[src/rtl/cme_pkg.sv]
// package: constants and types for the command-mode escape and pin block
package cme_pkg;
    // register indexes; byte address is four times the index
    localparam logic [5:0] IDX_GUARD_BEFORE = 6'h04;
    localparam logic [5:0] IDX_GUARD_AFTER  = 6'h05;
    localparam logic [5:0] IDX_TIMEOUT      = 6'h06;
    localparam logic [5:0] IDX_EXIT_CMD     = 6'h09;
    localparam logic [5:0] IDX_ESCAPE_CHAR  = 6'h13;
    localparam logic [5:0] IDX_FLOW_CFG     = 6'h1F;
    localparam logic [5:0] IDX_RX_LED_CFG   = 6'h28;
    localparam logic [5:0] IDX_STATUS       = 6'h30;

    // serial opcode that leaves command mode
    localparam logic [7:0] EXIT_OPCODE = 8'h09;

    // accepted ranges and reset values
    localparam logic [7:0]  ESC_MIN         = 8'h20;
    localparam logic [7:0]  ESC_MAX         = 8'h7F;
    localparam logic [7:0]  ESC_RESET       = 8'h2B;
    localparam logic [15:0] TIME_MIN        = 16'h0002;
    localparam logic [15:0] TIMEOUT_RESET   = 16'h00C8;
    localparam logic [15:0] GUARD_BT_RESET  = 16'h000A;
    localparam logic [15:0] GUARD_AT_RESET  = 16'h000A;
    localparam logic [2:0]  LINE_CFG_MAX    = 3'h4;

    // line configuration codes
    localparam logic [2:0] LED_RX_IND    = 3'h0;
    localparam logic [2:0] LED_HIGH      = 3'h1;
    localparam logic [2:0] LED_LOW       = 3'h2;
    localparam logic [2:0] LED_ADDR_TX   = 3'h4;
    localparam logic [2:0] FLOW_CTS      = 3'h0;
    localparam logic [2:0] FLOW_TXEN_LOW = 3'h1;
    localparam logic [2:0] FLOW_IO_HIGH  = 3'h2;
    localparam logic [2:0] FLOW_TXEN_HI  = 3'h3;
    localparam logic [2:0] FLOW_IO_LOW   = 3'h4;

    // status register field
    localparam int STATUS_CMD_BIT = 0;

    // bus answers
    localparam logic [1:0] RESP_OKAY   = 2'h0;
    localparam logic [1:0] RESP_SLVERR = 2'h2;

    // timing: one setting unit is 100 ms at a 50 MHz clock
    localparam int UNIT_MS      = 100;
    localparam int CLK_KHZ      = 50000;
    localparam int UNIT_CYCLES  = UNIT_MS * CLK_KHZ;

    // fsm for escape detection and command mode
    typedef enum logic [1:0] {
        CME_IDLE = 2'b00,
        CME_ESC  = 2'b01,
        CME_CMD  = 2'b10
    } cme_state_t;

    // stored settings travel together
    typedef struct packed {
        logic [7:0]  escape_char_setting;
        logic [15:0] command_mode_timeout;
        logic [15:0] guard_time_before;
        logic [15:0] guard_time_after;
        logic [2:0]  rx_led_line_config;
        logic [2:0]  flow_cfg;
    } cme_settings_t;
endpackage

[src/rtl/cme_top.sv]
// escape-sequence detector, command mode and output line configuration
// Overview of operation
// escape char accepted only from 0x20 to 0x7F
// escape char resets to 0x2B plus sign
// silence, escape char, silence enters command mode
// escape char selected by opcode 0x13, one byte
// led line: 0 rx indicator, 1 high, 2 low
// led setting 4 asserts on addressed packet send
// exit opcode 0x09 leaves command mode at once
// flow line setting 0 default, drives CTS
// flow setting 1: active-low RS-485 transmit enable
// flow setting 3: active-high RS-485 transmit enable
// flow setting 2 high, 4 low pass-through level
// timeout accepts 0x02 to 0xFFFF, 100 ms units
// timeout resets to 0xC8, twenty seconds
// command mode ends after timeout of inactivity
// timeout selected by opcode 0x06, two bytes
// host keeps line silent for before-guard time
// any received character restarts inactivity timer
//
// The AXI4-Lite slave port and the register offsets were left to the implementer.
`timescale 1ns/100ps
module cme_top #(
    parameter int UNIT_CYCLES = cme_pkg::UNIT_CYCLES,
    parameter int ADDR_W      = 8
) (
    input  wire logic              clk,
    input  wire logic              sys_rst,
    // character stream from the serial receiver
    input  wire logic              rx_valid,
    input  wire logic [7:0]        rx_data,
    // activity inputs for the output lines
    input  wire logic              rf_rx_active,
    input  wire logic              addressed_tx_active,
    input  wire logic              tx_active,
    input  wire logic              host_rx_full,
    // output lines
    output logic                   rx_led_output_line,
    output logic                   flow_control_output_line,
    output logic                   command_mode,
    // axi4-lite slave
    input  wire logic [ADDR_W-1:0] s_axi_awaddr,
    input  wire logic              s_axi_awvalid,
    output logic                   s_axi_awready,
    input  wire logic [31:0]       s_axi_wdata,
    input  wire logic [3:0]        s_axi_wstrb,
    input  wire logic              s_axi_wvalid,
    output logic                   s_axi_wready,
    output logic [1:0]             s_axi_bresp,
    output logic                   s_axi_bvalid,
    input  wire logic              s_axi_bready,
    input  wire logic [ADDR_W-1:0] s_axi_araddr,
    input  wire logic              s_axi_arvalid,
    output logic                   s_axi_arready,
    output logic [31:0]            s_axi_rdata,
    output logic [1:0]             s_axi_rresp,
    output logic                   s_axi_rvalid,
    input  wire logic              s_axi_rready
);

    localparam int CNT_W = $clog2(UNIT_CYCLES + 1);

    cme_pkg::cme_settings_t  set_reg;
    cme_pkg::cme_state_t     state_reg;
    logic [CNT_W-1:0]        unit_cnt_reg;
    logic [15:0]             silence_reg;
    logic [ADDR_W-1:0]       awaddr_reg;
    logic [31:0]             wdata_reg;
    logic [3:0]              wstrb_reg;
    logic                    sw_exit_reg;
    logic                    unit_tick;

    // an address counts as mapped only if its low two bits are 0 and its index names a register
    function automatic logic is_mapped(input logic [ADDR_W-1:0] addr);
        logic [5:0] idx;
        idx = addr[7:2];
        is_mapped = (addr[1:0] == 2'h0) &&
                    (idx == cme_pkg::IDX_GUARD_BEFORE ||
                     idx == cme_pkg::IDX_GUARD_AFTER  ||
                     idx == cme_pkg::IDX_TIMEOUT      ||
                     idx == cme_pkg::IDX_EXIT_CMD     ||
                     idx == cme_pkg::IDX_ESCAPE_CHAR  ||
                     idx == cme_pkg::IDX_FLOW_CFG     ||
                     idx == cme_pkg::IDX_RX_LED_CFG   ||
                     idx == cme_pkg::IDX_STATUS);
    endfunction

    ////////////////////////////////////////////////////////////////////////
    // silence timing

    assign unit_tick = (unit_cnt_reg == CNT_W'(UNIT_CYCLES - 1));

    // any character restarts both counters, so silence is measured exactly
    always_ff @(posedge clk or posedge sys_rst) begin
        if (sys_rst) begin
            unit_cnt_reg <= '0;
            silence_reg  <= 16'h0000;
        end else if (rx_valid) begin
            unit_cnt_reg <= '0;
            silence_reg  <= 16'h0000;
        end else if (unit_tick) begin
            unit_cnt_reg <= '0;
            // saturate so long idle spells never wrap back to short ones
            if (silence_reg != 16'hFFFF) begin
                silence_reg <= silence_reg + 16'h0001;
            end
        end else begin
            unit_cnt_reg <= unit_cnt_reg + CNT_W'(1);
        end
    end

    ////////////////////////////////////////////////////////////////////////
    // escape sequence and command mode

    // the escape char is only honoured after the host kept the line quiet
    always_ff @(posedge clk or posedge sys_rst) begin
        if (sys_rst) begin
            state_reg <= cme_pkg::CME_IDLE;
        end else begin
            unique case (state_reg)
                cme_pkg::CME_IDLE: begin
                    if (rx_valid &&
                        rx_data == set_reg.escape_char_setting &&
                        silence_reg >= set_reg.guard_time_before) begin
                        state_reg <= cme_pkg::CME_ESC;
                    end
                end
                cme_pkg::CME_ESC: begin
                    if (rx_valid) begin
                        state_reg <= cme_pkg::CME_IDLE;
                    end else if (silence_reg >= set_reg.guard_time_after) begin
                        state_reg <= cme_pkg::CME_CMD;
                    end
                end
                cme_pkg::CME_CMD: begin
                    if (rx_valid && rx_data == cme_pkg::EXIT_OPCODE) begin
                        state_reg <= cme_pkg::CME_IDLE;
                    end else if (sw_exit_reg) begin
                        state_reg <= cme_pkg::CME_IDLE;
                    end else if (!rx_valid &&
                        silence_reg >= set_reg.command_mode_timeout) begin
                        state_reg <= cme_pkg::CME_IDLE;
                    end
                end
                default: state_reg <= cme_pkg::CME_IDLE;
            endcase
        end
    end

    ////////////////////////////////////////////////////////////////////////
    // output lines, all registered

    always_ff @(posedge clk or posedge sys_rst) begin
        if (sys_rst) begin
            rx_led_output_line       <= 1'b0;
            flow_control_output_line <= 1'b0;
            command_mode             <= 1'b0;
        end else begin
            command_mode <= (state_reg == cme_pkg::CME_CMD);
            unique case (set_reg.rx_led_line_config)
                cme_pkg::LED_RX_IND:  rx_led_output_line <= rf_rx_active;
                cme_pkg::LED_HIGH:    rx_led_output_line <= 1'b1;
                cme_pkg::LED_LOW:     rx_led_output_line <= 1'b0;
                cme_pkg::LED_ADDR_TX: rx_led_output_line <= addressed_tx_active;
                default:              rx_led_output_line <= 1'b0; // reserved
            endcase
            unique case (set_reg.flow_cfg)
                // clear-to-send is active low: high means hold off
                cme_pkg::FLOW_CTS:      flow_control_output_line <= host_rx_full;
                cme_pkg::FLOW_TXEN_LOW: flow_control_output_line <= ~tx_active;
                cme_pkg::FLOW_IO_HIGH:  flow_control_output_line <= 1'b1;
                cme_pkg::FLOW_TXEN_HI:  flow_control_output_line <= tx_active;
                cme_pkg::FLOW_IO_LOW:   flow_control_output_line <= 1'b0;
                default:                flow_control_output_line <= host_rx_full;
            endcase
        end
    end

    ////////////////////////////////////////////////////////////////////////
    // bus write channel

    // address and data are caught in either order; the write happens once
    // both are held and no response is pending
    always_ff @(posedge clk or posedge sys_rst) begin
        if (sys_rst) begin
            s_axi_awready <= 1'b1;
            s_axi_wready  <= 1'b1;
            s_axi_bvalid  <= 1'b0;
            s_axi_bresp   <= cme_pkg::RESP_OKAY;
            awaddr_reg    <= '0;
            wdata_reg     <= 32'h0000_0000;
            wstrb_reg     <= 4'h0;
        end else begin
            if (s_axi_awvalid && s_axi_awready) begin
                s_axi_awready <= 1'b0;
                awaddr_reg    <= s_axi_awaddr;
            end
            if (s_axi_wvalid && s_axi_wready) begin
                s_axi_wready <= 1'b0;
                wdata_reg    <= s_axi_wdata;
                wstrb_reg    <= s_axi_wstrb;
            end
            if (!s_axi_awready && !s_axi_wready && !s_axi_bvalid) begin
                s_axi_bvalid <= 1'b1;
                s_axi_bresp  <= is_mapped(awaddr_reg) ? cme_pkg::RESP_OKAY
                                                      : cme_pkg::RESP_SLVERR;
            end
            if (s_axi_bvalid && s_axi_bready) begin
                s_axi_bvalid  <= 1'b0;
                s_axi_awready <= 1'b1;
                s_axi_wready  <= 1'b1;
            end
        end
    end

    // settings: out-of-range values are dropped and the old value kept
    always_ff @(posedge clk or posedge sys_rst) begin
        if (sys_rst) begin
            set_reg.escape_char_setting  <= cme_pkg::ESC_RESET;
            set_reg.command_mode_timeout <= cme_pkg::TIMEOUT_RESET;
            set_reg.guard_time_before    <= cme_pkg::GUARD_BT_RESET;
            set_reg.guard_time_after     <= cme_pkg::GUARD_AT_RESET;
            set_reg.rx_led_line_config   <= cme_pkg::LED_RX_IND;
            set_reg.flow_cfg             <= cme_pkg::FLOW_CTS;
            sw_exit_reg                  <= 1'b0;
        end else begin
            sw_exit_reg <= 1'b0;
            if (!s_axi_awready && !s_axi_wready && !s_axi_bvalid &&
                awaddr_reg[1:0] == 2'h0 && wstrb_reg[0]) begin
                unique case (awaddr_reg[7:2])
                    cme_pkg::IDX_ESCAPE_CHAR: begin
                        if (wdata_reg[7:0] >= cme_pkg::ESC_MIN &&
                            wdata_reg[7:0] <= cme_pkg::ESC_MAX) begin
                            set_reg.escape_char_setting <= wdata_reg[7:0];
                        end
                    end
                    cme_pkg::IDX_TIMEOUT: begin
                        if (wstrb_reg[1] &&
                            wdata_reg[15:0] >= cme_pkg::TIME_MIN) begin
                            set_reg.command_mode_timeout <= wdata_reg[15:0];
                        end
                    end
                    cme_pkg::IDX_GUARD_BEFORE: begin
                        if (wstrb_reg[1] &&
                            wdata_reg[15:0] >= cme_pkg::TIME_MIN) begin
                            set_reg.guard_time_before <= wdata_reg[15:0];
                        end
                    end
                    cme_pkg::IDX_GUARD_AFTER: begin
                        if (wstrb_reg[1] &&
                            wdata_reg[15:0] >= cme_pkg::TIME_MIN) begin
                            set_reg.guard_time_after <= wdata_reg[15:0];
                        end
                    end
                    cme_pkg::IDX_RX_LED_CFG: begin
                        if (wdata_reg[7:0] <= 8'(cme_pkg::LINE_CFG_MAX)) begin
                            set_reg.rx_led_line_config <= wdata_reg[2:0];
                        end
                    end
                    cme_pkg::IDX_FLOW_CFG: begin
                        if (wdata_reg[7:0] <= 8'(cme_pkg::LINE_CFG_MAX)) begin
                            set_reg.flow_cfg <= wdata_reg[2:0];
                        end
                    end
                    cme_pkg::IDX_EXIT_CMD: sw_exit_reg <= 1'b1;
                    default: ;
                endcase
            end
        end
    end

    ////////////////////////////////////////////////////////////////////////
    // bus read channel

    always_ff @(posedge clk or posedge sys_rst) begin
        if (sys_rst) begin
            s_axi_arready <= 1'b1;
            s_axi_rvalid  <= 1'b0;
            s_axi_rdata   <= 32'h0000_0000;
            s_axi_rresp   <= cme_pkg::RESP_OKAY;
        end else if (s_axi_arvalid && s_axi_arready) begin
            s_axi_arready <= 1'b0;
            s_axi_rvalid  <= 1'b1;
            s_axi_rresp   <= is_mapped(s_axi_araddr) ? cme_pkg::RESP_OKAY
                                                     : cme_pkg::RESP_SLVERR;
            s_axi_rdata   <= 32'h0000_0000;
            if (s_axi_araddr[1:0] == 2'h0) begin
                unique case (s_axi_araddr[7:2])
                    cme_pkg::IDX_ESCAPE_CHAR:
                        s_axi_rdata[7:0] <= set_reg.escape_char_setting;
                    cme_pkg::IDX_TIMEOUT:
                        s_axi_rdata[15:0] <= set_reg.command_mode_timeout;
                    cme_pkg::IDX_GUARD_BEFORE:
                        s_axi_rdata[15:0] <= set_reg.guard_time_before;
                    cme_pkg::IDX_GUARD_AFTER:
                        s_axi_rdata[15:0] <= set_reg.guard_time_after;
                    cme_pkg::IDX_RX_LED_CFG:
                        s_axi_rdata[2:0] <= set_reg.rx_led_line_config;
                    cme_pkg::IDX_FLOW_CFG:
                        s_axi_rdata[2:0] <= set_reg.flow_cfg;
                    cme_pkg::IDX_STATUS:
                        s_axi_rdata[cme_pkg::STATUS_CMD_BIT] <=
                            (state_reg == cme_pkg::CME_CMD);
                    default: ;
                endcase
            end
        end else if (s_axi_rvalid && s_axi_rready) begin
            s_axi_rvalid  <= 1'b0;
            s_axi_arready <= 1'b1;
        end
    end

endmodule // cme_top

[config.mk]
export PLATFORM = sky130hd
export DESIGN_NAME = cme_top
export DESIGN_NICKNAME = d
export VERILOG_FILES = /design/src/rtl/cme_pkg.sv /design/src/rtl/cme_top.sv
export SDC_FILE = /design/constraint.sdc
export NUM_CORES = 1
export LEC_CHECK = 0
export ABC_CLOCK_PERIOD_IN_PS = 6450
export BUFFER_PORTS_ARGS = -buffer_cell sky130_fd_sc_hd__buf_2
export CAP_MARGIN = 15
export CORE_MARGIN = 4
export CORE_UTILIZATION = 58
export DETAILED_ROUTE_END_ITERATION = 12
export PLACE_DENSITY = 0.88
export REMOVE_ABC_BUFFERS = 1
export SYNTH_ARGS = -nofsm -noshare
export SYNTH_HDL_FRONTEND = slang
export SYNTH_SLANG_ARGS = --single-unit
[constraint.sdc]
create_clock -name clk -period 6.45 [get_ports clk]
set_clock_uncertainty 0.2 [all_clocks]
set_input_delay 1.29 -clock clk [delete_from_list [all_inputs] [get_ports clk]]
set_output_delay 1.29 -clock clk [all_outputs]
set_load 0.01 [all_outputs]
-- Yosys cells after proc, flatten, opt, wreduce, memory -nomap -nowiden
Cells that the tools add are included.
- register bits after elaboration: 158
- input bits: 72
- output and inout bits: 44
- logic and storage cells: 151
- multiplexer cells: 33
- eq/ne operators: 31
- $add $sub $neg: 2
- $lt $le $gt $ge: 7
- bitwise operators: 1
- reduce and logical (&&, ||, !) cells: 53
- operators with widths (kind ; number):
    16-bit 2-to-1 mux ; 4
    16-bit >= comparator ; 3
    23-bit 2-to-1 mux ; 2
    6-bit by 3-bit == test with 1-bit output (second input constant) ; 6
    6-bit by 5-bit == test with 1-bit output (second input constant) ; 4
    6-bit == test (second input constant) ; 4
    8-bit case mux with 3 select lines ; 1
    23-bit by 1-bit adder with 23-bit output (second input constant) ; 1
    23-bit == test (second input constant) ; 1
    3-bit AND reduction ; 7
    5-bit case mux with 4 select lines ; 1
    1-bit logical AND ; 17
    16-bit by 1-bit adder with 16-bit output (second input constant) ; 1
    16-bit by 2-bit >= comparator with 1-bit output (second input constant) ; 1
    2-bit 2-to-1 mux ; 8
    16-bit != test (second input constant) ; 1
    1-bit logical OR ; 14
    6-bit by 4-bit == test with 1-bit output (second input constant) ; 2
    1-bit 2-to-1 mux ; 12
    2-bit case mux with 6 select lines ; 1
    2-bit nonzero test ; 6
    8-bit by 4-bit == test with 1-bit output (second input constant) ; 1
    8-bit == test ; 1
    8-bit by 6-bit >= comparator with 1-bit output (second input constant) ; 1
    other kinds (19) ; 27

-- Longest topological paths before layout
- depth in word-level cells: 10
- gate-level depth with buffers: 7
- depth with buffers taken out: 7

-- Least setup slack after synthesis
Ideal clock, no wire load.
- path kind: input-to-reg
- start: input port s_axi_araddr[2]
- end: register s_axi_rdata[3]
- data required time: 6.166 ns
- library setup time: 0.084 ns
- setup slack: 3.467 ns
- cell stages on the path: 5
- arrival time: 2.699 ns
- path through: buf_2 -> and4b_1 -> nor3b_1 -> o21ai_0 -> o21ai_0
- cells in the longest elaborated chain, start to end: 3
- elaborated cells on any way between the ends: 6
- RTL lines (what ; line ; RTL):
    start: declaration ; cme_top.sv:52 ; input wire logic [ADDR_W-1:0] s_axi_araddr,
    6-bit by 3-bit == test with 1-bit output or 6-bit by 5-bit == test with 1-bit output (tied branches) ; cme_top.sv:288 ; unique case (s_axi_araddr[7:2])
    5-bit case mux with 4 select lines (*) ; cme_top.sv:288 ;
    16-bit 2-to-1 mux (*) ; cme_top.sv:287 ; if (s_axi_araddr[1:0] == 2'h0) begin
    end signal: assignment ; cme_top.sv:290 ; s_axi_rdata[7:0] <= set_reg.escape_char_setting;
    end signal: assignment ; cme_top.sv:292 ; s_axi_rdata[15:0] <= set_reg.command_mode_timeout;
    end signal: assignment ; cme_top.sv:294 ; s_axi_rdata[15:0] <= set_reg.guard_time_before;
    end: declaration ; cme_top.sv:55 ; output logic [31:0] s_axi_rdata,
Every way passes the cells marked *; elsewhere a longest branch is shown, timed or not.
A chain may end at the register's enable or synchronous reset.

-- Worst setup path after layout
- start: input port s_axi_araddr[2]
- end: register s_axi_rdata[6]
Same word-level chain as after synthesis.

==> metrics <==
Crit. End Element=register; Via density=6.10; Layout Nets=1063; status=finished, final reports clean; Post-synth top flop=dfrtp_1; Post-synth EDFFs=0; All-Layer GR Usage=25.1%; clk buf depth=2; most common cell after layout, fill and taps aside=dfrtp_1; Synth Area in Adders=7.32%; largest family of logic cells by synthesized area=simple AND/OR/NAND/NOR gates; XOR/XNOR Fraction of Synth Area=3.90%; slowest cell delay on critical path=0.85 ns; reg2reg path depth=6; vias in the first global route=6835; maximum VDD drop=0.187 mV; Reg-to-Reg Start=unit_cnt_reg[0]; P per Cell Area=297 nW/um2; # placed instances=1105; worst rel slew slack=30.4%; reg2reg setup slack=3.72 ns; Setup TNS=0 ns; site row count=44; Antenna Cells=0; Hold Vio Cnt, Final=0; Num CTS Buffers=17; initial antenna violation count=0; # IOs=116; Seq/Total Area, Yosys=45.9%; Distinct cells, synth=70; WS Path Type=in -> reg; CP most frequent cell=o21ai_0; Tightest Pin Transition=1.04 ns; dpl hpwl=14100 um; port buffer count=79; # clock sinks=156; Vias=6941; area grow syn2layout=14.1%; Post-Synth Simple-Gate Area=16.6%; worst path cell trace=buf_2, and4b_1, nor3b_1, o21ai_0, o21ai_0; drt pass-1 iters=5; die area=16700 um2; Avg Inst Size Synth=9.84 um2; # DRC=0; hold_buf cts=0; RSZ-0062 raised after global routing=no; ys async rst share=100%; CTS tree=yes; post-CTS sizing=0; Worst-Skew Late Latency=0.43 ns; Post-Route WL=20200 um; post-route cell area=9750 um2; Final min period=3.38 ns; crit path capture=s_axi_rdata[6]; die height=129 um; CP max stage cell=nor3b_1; WP data arrival=3.52 ns; Root Driver=clkbuf_16; Ys Warns=0; critical path peak fanout=20; LEAKAGE=4.38 nW; core outline area=14500 um2; layout cells sized above 1=19.6%; GRT Residual Overflow=0; RR Endpoint=silence_reg[13]; drt wl/cell=17.7 um; Compound-Gate Fraction of Synth Area=13.1%; Clock transition at path regs=0.06 ns; Post-CTS Setup Bufs=0; crit path from=s_axi_araddr[2]; max_cap viols=0; max reg flops=62; startpoint types=input pin; Finish-stage setup viols=0; dpl cell area=9060 um2; Routed Antenna Nets=0; FMAX=296 MHz; # H-tree levels=4; Worst Hold Class=reg -> reg; Non-Filler Instances=1138; mux share of post-synthesis cell area=7.32%; Required @ worst endpoint=6.59 ns; Post-Syn Instances=868; Starting Density=59.0%; fin. max-slew vios=0; Die X=129 um; RePlAce Congestion=0.869; area of the mapped netlist=8540 um2; Tcrit/Tclk final=52.4%; filler cell count=1016; commonest cells after routing, fill and taps aside=dfrtp_1 (142), nand2_1 (91), o21ai_0 (81); first-pass GRT wire length=33200 um; Initial DRC Count=629; pin count of the biggest net entering global routing=101; number of synthesized register bits=156; worst hold margin=0.256 ns
kinds of logic after synthesis:
| family | count (synthesis) |
|---|---|
| fa+ha+maj | 50 |
| mux | 57 |
| buf+inv | 112 |
| xor+xnor | 38 |
| other cells | 1 |
| compound gates | 175 |
| simple gates | 279 |
| flops | 156 |
Yosys cell counts (2+ instances only):
library cell    n  area, um2
a21oi_1        29        145
and3_1         12       75.1
inv_1          63        236
buf_4          18        135
and2_1          2       12.5
a2111oi_0       2       17.5
nor3b_1         6       45.0
a222oi_1        6       60.1
nand3_1        21        105
nand4_1        19        119
nand2_1        91        342
xor2_1         18        158
a221oi_1        3       26.3
o221ai_1        2       17.5
mux2i_1        13        130
xnor2_1        20        175
nor2b_1         9       56.3
a31oi_1         3       18.8
a211oi_1        3       22.5
o22ai_1         2       12.5
dfrtp_1       142       3550
a22o_1         17        149
or3_1           6       37.5
o211ai_1        2       15.0
nand2b_1        6       37.5
clkbuf_1       28        105
nand4bb_1       2       22.5
nor3_1         14       70.1
or4_1           3       22.5
and4_1          2       17.5
a31o_2          2       17.5
a211o_1         2       17.5
a21o_1          4       30.0
ha_1           50        626
nand3b_1        2       15.0
a2111oi_2       3       45.0
nor4b_1         3       26.3
mux2_2         44        495
o21ai_0        81        405
nor4_1         13       81.3
a41oi_1         2       17.5
and4b_1         2       20.0
dfstp_2        14        368
nor2_1         56        210
critical path, delay by kind of cell:
| kind | cells | cell delay, ns |
|---|---|---|
| AO/OA/AOI/OAI | 2 | 0.64 |
| buffers and inverters | 1 | 0.46 |
| AND/OR/NAND/NOR | 2 | 1.13 |
worst min path at each step:
stage                from                 end  slack (ns)  cells after the start
2_1_floorplan  set_reg[4]  rx_led_output_line        0.21                      1
3_3_place_gp   set_reg[4]  rx_led_output_line        0.24                      1
3_5_place_dp   set_reg[4]  rx_led_output_line        0.25                      1
4_1_cts        set_reg[4]  rx_led_output_line        0.26                      1
5_1_grt        set_reg[4]  rx_led_output_line        0.30                      1
6_report       set_reg[4]  rx_led_output_line        0.26                      1
layout make-up:
class                      count  area, um2  area share, %
clock buffer                  21        470           4.83
clock inverter                11        213           2.18
inverter                      63        241           2.48
multi-input combinational    617       4230           43.3
sequential                   156       3920           40.2
tap                          184        230           2.36
timing repair buffer          86        448           4.59
layer usage:
metal | global-route usage (%) | vias up | share of wire (%)
li1 | - | 3202 | -
met1 | 30.3 | 3383 | 39
met2 | 43.3 | 299 | 51
met3 | 4.91 | 57 | 6.8
met4 | 11.6 | 0 | 3.5
met5 | 0 | - | 0
power by group:
group | switching, mW | internal, mW | total, mW | leakage, nW
combinational | 0.232 | 0.204 | 0.436 | 1.99
sequential | 0.195 | 1.11 | 1.31 | 2.05
clock | 0.396 | 0.756 | 1.15 | 0.337
through the flow:
step                      setup WS, ns  utilization [%]  total power, mW
after floorplan                  0.777                -             1.55
after global placement            2.80             62.6             1.71
after detailed placement          2.72             62.6             1.74
after CTS                         3.11             67.3             2.90
after global routing              2.86             67.3             3.01
final                             3.07             67.3             2.89
No activity file was read; power rests on OpenSTA's default activity.
